$ cat src/core/xapu_map.svh
`ifndef XAPU_MAP_SVH
`define XAPU_MAP_SVH
// register indices (byte address is four times the index)
`define XAPU_OFF_P0L 8'h82
`define XAPU_OFF_P0H 8'h83
`define XAPU_OFF_P1L 8'h84
`define XAPU_OFF_P1H 8'h85
`define XAPU_OFF_DPS 8'h86
`define XAPU_OFF_P0T 8'h93
`define XAPU_OFF_P1T 8'h95
`define XAPU_OFF_ADDR_MODE_CTRL 8'h9D
`define XAPU_OFF_BASE 8'hC6
`define XAPU_OFF_TAKEY 8'hC7
`define XAPU_OFF_RIH 8'hDA
`define XAPU_OFF_RIT 8'hEA
// reset value of every register
`define XAPU_RST_VAL 8'h00
// mode control bits
`define XAPU_ADDR_MODE_CTRL_IVEC 5
`define XAPU_ADDR_MODE_CTRL_HISRC 3
`define XAPU_ADDR_MODE_CTRL_SA 2
`define XAPU_ADDR_MODE_CTRL_AM1 1
`define XAPU_ADDR_MODE_CTRL_WMASK 8'h2B
// pointer select bits
`define XAPU_DPS_ID1 7
`define XAPU_DPS_ID0 6
`define XAPU_DPS_TSL 5
`define XAPU_DPS_SEL 0
`define XAPU_DPS_WMASK 8'hE1
// unlock keys and window
`define XAPU_TA_KEY1 8'hAA
`define XAPU_TA_KEY2 8'h55
`define XAPU_TA_WIN 8
// address forming
`define XAPU_VEC_RELOC 20'h03000
`define XAPU_VEC_NORM 20'h00000
`define XAPU_BASE_SHIFT 11
`endif

$ cat src/core/xapu_pkg.sv
`default_nettype none
package xapu_pkg;
  typedef enum logic [1:0] {
    TA_IDLE  = 2'b01,
    TA_KEYED = 2'b10
  } xapu_ta_t;
  typedef struct packed {
    logic movx_ri;
    logic movx_ptr;
    logic ptr_inc;
    logic ptr_use;
    logic [7:0] ri_low;
    logic [7:0] port2_latch;
    logic [7:0] stack_low_byte;
    logic [7:0] stack_high_byte;
  } xapu_core_req_t;
  typedef struct packed {
    logic [23:0] xram_addr;
    logic [23:0] dmem_addr;
    logic [15:0] data_addr;
    logic [15:0] stack_addr;
    logic [19:0] vector_base;
    logic prog_wide;
    logic ext_stack_flag;
  } xapu_core_rsp_t;
  typedef struct packed {
    logic [7:0] p0l, p0h, p1l, p1h, pointer_select_control, p0t, p1t, addr_mode_ctrl, base, rih, rit;
    xapu_ta_t ta;
    logic [3:0] win;
    logic ack;
    logic [7:0] rdata;
    logic [23:0] xaddr;
    logic [15:0] stk;
  } xapu_state_t;
endpackage
`default_nettype wire

$ cat src/core/xapu_top.sv
// Summary of operation
// - base register places memory in 2KB granules
// - compat mode: 16-bit pointer addressing, indirect still uses top byte
// - wide mode: 20-bit program, 16-bit stack range
// - data address space stays 16 bits
// - relocate bit moves vectors to 0x3000
// - indirect high byte: port2 or own register
// - stack flag read-only, shows extended stack
// - mode bits 00 compat, 1x wide
// - indirect top byte only for indirect accesses
// - pointer access uses selected pointer bytes
// - step direction bits pick decrement per pointer
// - auto toggle flips selection on pointer use
// - select bit writes and reads live selection
// - first top byte carries in wide mode
// - second top byte carries in wide mode
// - small on-chip memory ignores top bytes
// - mode and base registers need unlock
//
// Added by the designer: the Avalon-MM slave port.
`include "xapu_map.svh"
`default_nettype none
module xapu_top #(
  parameter int ONCHIP_AW = 16,
  parameter int TA_WIN_CYC = `XAPU_TA_WIN
) (
  // clock and reset
  input wire logic clk,
  input wire logic sys_rst,
  // avalon-mm slave
  input wire logic [7:0] avs_address,
  input wire logic avs_read,
  input wire logic avs_write,
  input wire logic [3:0] avs_byteenable,
  input wire logic [31:0] avs_writedata,
  output logic [31:0] avs_readdata,
  output logic avs_waitrequest,
  // cpu core
  input wire xapu_pkg::xapu_core_req_t core_req,
  output xapu_pkg::xapu_core_rsp_t core_rsp
);

  initial begin
    if (ONCHIP_AW < 8 || ONCHIP_AW > 24) $error("ONCHIP_AW out of range");
    if (TA_WIN_CYC < 3 || TA_WIN_CYC > 15) $error("TA_WIN_CYC out of range");
  end

  ////////////////////////////////////////////////////////////////////////
  // helpers

  function automatic logic [23:0] step24(input logic [23:0] v, input logic dec, input logic wide);
    logic [23:0] r;
    r = dec ? v - 24'h000001 : v + 24'h000001;
    if (!wide) begin
      r[23:16] = v[23:16];
    end
    return r;
  endfunction

  function automatic logic [23:0] mask_aw(input logic [23:0] a);
    logic [23:0] m;
    m = 24'hFFFFFF >> (24 - ONCHIP_AW);
    return a & m;
  endfunction

  xapu_pkg::xapu_state_t st_r, st_nxt;

  logic acc, bus_wr, bus_rd, wide, sel;
  logic [7:0] wd, rd;
  logic [23:0] raw, ptr, ptr_s;

  assign acc = avs_read | avs_write;
  assign avs_waitrequest = acc & ~st_r.ack;
  assign bus_wr = avs_write & st_r.ack & avs_byteenable[0];
  assign bus_rd = avs_read & st_r.ack;
  assign wd = avs_writedata[7:0];
  assign wide = st_r.addr_mode_ctrl[`XAPU_ADDR_MODE_CTRL_AM1];
  assign sel = st_r.pointer_select_control[`XAPU_DPS_SEL];
  assign ptr = sel ? {st_r.p1t, st_r.p1h, st_r.p1l} : {st_r.p0t, st_r.p0h, st_r.p0l};

  ////////////////////////////////////////////////////////////////////////
  // read mux

  always_comb begin
    case (avs_address)
      `XAPU_OFF_P0L: rd = st_r.p0l;
      `XAPU_OFF_P0H: rd = st_r.p0h;
      `XAPU_OFF_P1L: rd = st_r.p1l;
      `XAPU_OFF_P1H: rd = st_r.p1h;
      `XAPU_OFF_DPS: rd = st_r.pointer_select_control;
      `XAPU_OFF_P0T: rd = st_r.p0t;
      `XAPU_OFF_P1T: rd = st_r.p1t;
      `XAPU_OFF_ADDR_MODE_CTRL: rd = (st_r.addr_mode_ctrl & `XAPU_ADDR_MODE_CTRL_WMASK) | ({7'h00, wide} << `XAPU_ADDR_MODE_CTRL_SA);
      `XAPU_OFF_BASE: rd = st_r.base;
      `XAPU_OFF_TAKEY: rd = {7'h00, st_r.win != 4'h0};
      `XAPU_OFF_RIH: rd = st_r.rih;
      `XAPU_OFF_RIT: rd = st_r.rit;
      default: rd = 8'h00;
    endcase
  end

  ////////////////////////////////////////////////////////////////////////
  // next state

  always_comb begin
    st_nxt = st_r;
    raw = 24'h000000;
    ptr_s = step24(ptr, sel ? st_r.pointer_select_control[`XAPU_DPS_ID1] : st_r.pointer_select_control[`XAPU_DPS_ID0], wide);
    st_nxt.ack = acc & ~st_r.ack;
    // load in the wait cycle so read data stands at the accept edge
    if (avs_read && !st_r.ack) begin
      st_nxt.rdata = rd;
    end
    if (st_r.win != 4'h0) begin
      st_nxt.win = st_r.win - 4'h1;
    end
    // core side: pointer step and toggle
    if (core_req.ptr_inc) begin
      if (sel) begin
        {st_nxt.p1t, st_nxt.p1h, st_nxt.p1l} = ptr_s;
      end else begin
        {st_nxt.p0t, st_nxt.p0h, st_nxt.p0l} = ptr_s;
      end
    end
    if (core_req.ptr_use && st_r.pointer_select_control[`XAPU_DPS_TSL]) begin
      st_nxt.pointer_select_control[`XAPU_DPS_SEL] = ~sel;
    end
    // external address forming
    if (core_req.movx_ri) begin
      raw = {st_r.rit, st_r.addr_mode_ctrl[`XAPU_ADDR_MODE_CTRL_HISRC] ? st_r.rih : core_req.port2_latch, core_req.ri_low};
    end else begin
      raw = {wide ? ptr[23:16] : 8'h00, ptr[15:0]};
    end
    if (core_req.movx_ri || core_req.movx_ptr) begin
      st_nxt.xaddr = raw + {5'h00, st_r.base, 11'h000};
    end
    st_nxt.stk = wide ? {core_req.stack_high_byte, core_req.stack_low_byte}
                      : {8'h00, core_req.stack_low_byte};
    // bus writes win over core updates
    if (bus_wr) begin
      case (avs_address)
        `XAPU_OFF_P0L: st_nxt.p0l = wd;
        `XAPU_OFF_P0H: st_nxt.p0h = wd;
        `XAPU_OFF_P1L: st_nxt.p1l = wd;
        `XAPU_OFF_P1H: st_nxt.p1h = wd;
        `XAPU_OFF_DPS: st_nxt.pointer_select_control = wd & `XAPU_DPS_WMASK;
        `XAPU_OFF_P0T: st_nxt.p0t = wd;
        `XAPU_OFF_P1T: st_nxt.p1t = wd;
        `XAPU_OFF_RIH: st_nxt.rih = wd;
        `XAPU_OFF_RIT: st_nxt.rit = wd;
        `XAPU_OFF_ADDR_MODE_CTRL: begin
          if (st_r.win != 4'h0) begin
            st_nxt.addr_mode_ctrl = wd & `XAPU_ADDR_MODE_CTRL_WMASK;
            st_nxt.win = 4'h0;
          end
        end
        `XAPU_OFF_BASE: begin
          if (st_r.win != 4'h0) begin
            st_nxt.base = wd;
            st_nxt.win = 4'h0;
          end
        end
        `XAPU_OFF_TAKEY: begin
          case (st_r.ta)
            xapu_pkg::TA_IDLE: begin
              st_nxt.ta = (wd == `XAPU_TA_KEY1) ? xapu_pkg::TA_KEYED : xapu_pkg::TA_IDLE;
            end
            xapu_pkg::TA_KEYED: begin
              st_nxt.ta = xapu_pkg::TA_IDLE;
              if (wd == `XAPU_TA_KEY2) begin
                st_nxt.win = 4'(TA_WIN_CYC);
              end
            end
            default: st_nxt.ta = xapu_pkg::TA_IDLE;
          endcase
        end
        default: ;
      endcase
    end
  end

  always_ff @(posedge clk) begin
    if (sys_rst) begin
      st_r <= '0;
      st_r.p0l <= `XAPU_RST_VAL;
      st_r.p0h <= `XAPU_RST_VAL;
      st_r.p1l <= `XAPU_RST_VAL;
      st_r.p1h <= `XAPU_RST_VAL;
      st_r.pointer_select_control <= `XAPU_RST_VAL;
      st_r.p0t <= `XAPU_RST_VAL;
      st_r.p1t <= `XAPU_RST_VAL;
      st_r.addr_mode_ctrl <= `XAPU_RST_VAL;
      st_r.base <= `XAPU_RST_VAL;
      st_r.rih <= `XAPU_RST_VAL;
      st_r.rit <= `XAPU_RST_VAL;
      st_r.ta <= xapu_pkg::TA_IDLE;
    end else begin
      st_r <= st_nxt;
    end
  end

  ////////////////////////////////////////////////////////////////////////
  // outputs

  assign avs_readdata = {24'h000000, st_r.rdata};
  assign core_rsp.xram_addr = st_r.xaddr;
  assign core_rsp.dmem_addr = mask_aw(st_r.xaddr);
  assign core_rsp.data_addr = st_r.xaddr[15:0];
  assign core_rsp.stack_addr = st_r.stk;
  assign core_rsp.vector_base = st_r.addr_mode_ctrl[`XAPU_ADDR_MODE_CTRL_IVEC] ? `XAPU_VEC_RELOC : `XAPU_VEC_NORM;
  assign core_rsp.prog_wide = wide;
  assign core_rsp.ext_stack_flag = wide;

  ////////////////////////////////////////////////////////////////////////
  // assertions

  logic no_ptr_wr;
  assign no_ptr_wr = ~bus_wr;
endmodule // xapu_top
`default_nettype wire

$ cat config.mk
export PLATFORM = sky130hd
export DESIGN_NAME = xapu_top
export DESIGN_NICKNAME = d
export VERILOG_FILES = /design/src/core/xapu_pkg.sv /design/src/core/xapu_top.sv
export VERILOG_INCLUDE_DIRS = /design/src /design/src/core
export SDC_FILE = /design/constraint.sdc
export NUM_CORES = 1
export LEC_CHECK = 0
export ABC_AREA = 1
export ABC_CLOCK_PERIOD_IN_PS = 3400
export BUFFER_PORTS_ARGS = -buffer_cell sky130_fd_sc_hd__buf_4
export CAP_MARGIN = 40
export CORE_MARGIN = 3
export CORE_UTILIZATION = 50
export CTS_CLUSTER_DIAMETER = 150
export DETAILED_ROUTE_END_ITERATION = 8
export PLACE_DENSITY_LB_ADDON = 0.1
export SLEW_MARGIN = 20
export SYNTH_ARGS = -nofsm -noshare
export SYNTH_HDL_FRONTEND = slang
export SYNTH_SLANG_ARGS = --single-unit
$ cat constraint.sdc
create_clock -name clk -period 3.4 [get_ports clk]
set_input_delay 1.02 -clock clk [delete_from_list [all_inputs] [get_ports clk]]
set_output_delay 1.02 -clock clk [all_outputs]
set_load 0.005 [all_outputs]
==> out/results.tsv <==
metric	value	unit
drc	0	
layout-drive-gt1-share	14.5	%
path_class	flip-flop to flip-flop	
grt_pass1_wl	46.3	mm
period_needed	3.04	ns
final.fill_count	1916	
grt.total_usage	27.6	%
synth_cells	1517	
drv_slew	0	
fin_nets	1683	
wl_per_cell	16.4	um
yosysMostFrequentCell	nand2_1	
synth_area_leaders	dfxtp_1 (28%), nand2_1 (13%), buf_4 (11%)	
num_antenna_cells	0	
die_area	21000	um^2
ir_drop	0.357	mV
regArea	2700	um^2
status	complete, no violations	
globalplace.congestion	0.968	
worst_pin_slew	0.814	ns
ys_async_sr_fraction	0	%
cts_buffers	17	
fin_crit_sh	89.4	%
overflow	0	
cts_setup_buffers	0	
detail_route.first_pass.iterations	6	
hold_class	flip-flop to flip-flop	
antenna_found_initial	0	
core-area	18800	um^2
fp.dieW	145	um
cts_resized	0	
cp-start-kind	flip-flop	
yosys.area.top_type	dfxtp_1	
multi_input_area	5040	um^2
max-slew-margin-rel	45.1	%
synth.yosys.seq_area_share	28.0	%
power_density	368	nW/um^2
rows	50	
path_clk_slew	0.06	ns
cp.required	3.76	ns
clock_latency	0.43	ns
critPathSlowestCell	inv_1	
cp_common_cell	nand2_1	
critPathCaptureType	flip-flop	
drt-vias-per-instance	5.19	
wl	30.2	mm
leakage	5.16	nW
cp_slowest_stage_delay	0.58	ns
cts_num_sinks	135	
yosys_register_bits	135	
placedCellCount	1806	
drtIter0Drc	929	
die_y	145	um
path_max_fanout	20	
start_util	51.3	%
numPortBuffers	141	
path_cells	o21ai_1 > inv_1 > ha_1 > nand2_1 > nor2_1 > nor2_1 > o21bai_1 > xor2_1 > nand2_1 > nand3_1 > nand2_1 > a21oi_1	
via_count	9537	
cts_max_level	4	
io-pin-count	219	
rsz0062_at_grt	no	
setup_viol	0	
ys_warn_count	0	
dp_hpwl	23.1	mm
crit_arrival	3.40	ns
fin_setup_tns	0	ns
cts.path.max_buffers	2	
hold_buffers	0	
synth.distinct_cells	47	
maxCapViolCount	0	
synthFlopType	dfxtp_1	
hold_violations	0	
postRouteAntennaNets	0	
root_buffer	clkbuf_16	
synth_top_area_share	28.0	%
fin_cells	1838	
syn2layout_area_growth	11.3	%
synth_edf_count	0	
fin_worst_skew	0.00622	ns
synthTopCellsByCount	nand2_1 (339), inv_1 (217), o21ai_0 (146)	
fmax	329	MHz
syn_area_per_cell	6.36	um^2
netlist_area	9660	um^2
grt_pass1_vias	8412	
cts_tree	done	
grt_start_max_net_pins	47	
==> routing by layer <==
| metal | track usage (%) | share of wire, % |
|---|---|---|
| met3 | 5.53 | 8.4 |
| met2 | 44.3 | 45 |
| met1 | 36.3 | 42 |
| met5 | 0 | 0 |
| met4 | 11.8 | 3.8 |
==> flip-flops by register name (all words and copies together) (netlist names) <==
signal	cells
st_r	85
sel	1
avs_readdata	8
core_rsp	41
==> power by group <==
group	switching (mW)	internal [mW]	leakage, nW	total [mW]
combinational	0.307	0.225	3.81	0.532
clock	0.756	1.01	0.259	1.76
sequential	0.0310	1.63	1.10	1.66
total	1.09	2.86	5.16	3.96
==> worst max-delay path, delay by kind of cell (launching register included) <==
family,cells,cell delay [ns]
compound gates,3,0.47
xor+xnor,1,0.35
fa+ha+maj,1,0.41
buf+inv,1,0.58
flops,1,0.51
simple gates,6,0.67
==> area by class of cell <==
class                   instances  share of cell area, %
well taps                     260                   3.03
inverters                     231                   8.09
flip-flops and latches        135                   25.2
repair buffers                165                   11.6
multi-input cells            1015                   46.9
clock buffers                  18                   3.99
clock inverters                14                   1.18
==> cell families (layout without fill, tap and decap cells) <==
logic type	count (synthesis)	after routing	share of synthesized area (%)
DFF	135	135	28.0
buffers and inverters	416	428	21.7
other	1	50	0.0388
and+or+nand+nor	570	570	24.6
adders and majority gates	34	34	4.56
xor gates and xnor gates	26	26	2.36
AOI/OAI and AO/OA	335	335	18.8
==> per-stage QoR <==
stage / power [mW] / setup WS (ns) / hold slack [ns] / instance area (um^2) / utilization, %
4_1_cts: 3.97 / 0.374 / 0.468 / 10700 / 57.1
2_1_floorplan: 2.07 / 0.0825 / 0.444 / 9840 / -
3_3_place_gp: 2.21 / 0.160 / 0.457 / 10200 / 54.1
3_5_place_dp: 2.22 / 0.135 / 0.459 / 10200 / 54.1
6_report: 3.96 / 0.361 / 0.466 / 10700 / 57.1
5_1_grt: 4.11 / 0.0962 / 0.480 / 10700 / 57.1
==> worst paths after layout <==
path,from,endpoint,slack [ns],cells past startpoint
hold reg to reg,avs_readdata[3],avs_readdata[3],0.47,2
setup reg to reg,sel,st_r[111],0.36,12
hold / removal,avs_readdata[3],avs_readdata[3],0.47,2
setup / recovery,sel,st_r[111],0.36,12
==> placed cells by master (no fill, tap or decap), drive strengths merged, types with 2 or more instances in the layout <==
master / count
a211oi: 5
o21a: 2
a21oi: 115
nand3b: 2
nor3: 18
ha: 32
o21ai: 152
or2: 4
o21bai: 4
o221ai: 5
xnor2: 8
conb: 50
nand3: 59
fa: 2
o211ai: 6
a21o: 2
clkinvlp: 5
a31oi: 19
nand2: 346
nor4: 4
inv: 232
xor2: 18
clkbuf: 18
buf: 165
and2: 2
dfxtp: 135
clkinv: 7
nand4: 11
o22ai: 23
nor2: 123
Power figures use the tool's default switching activity.
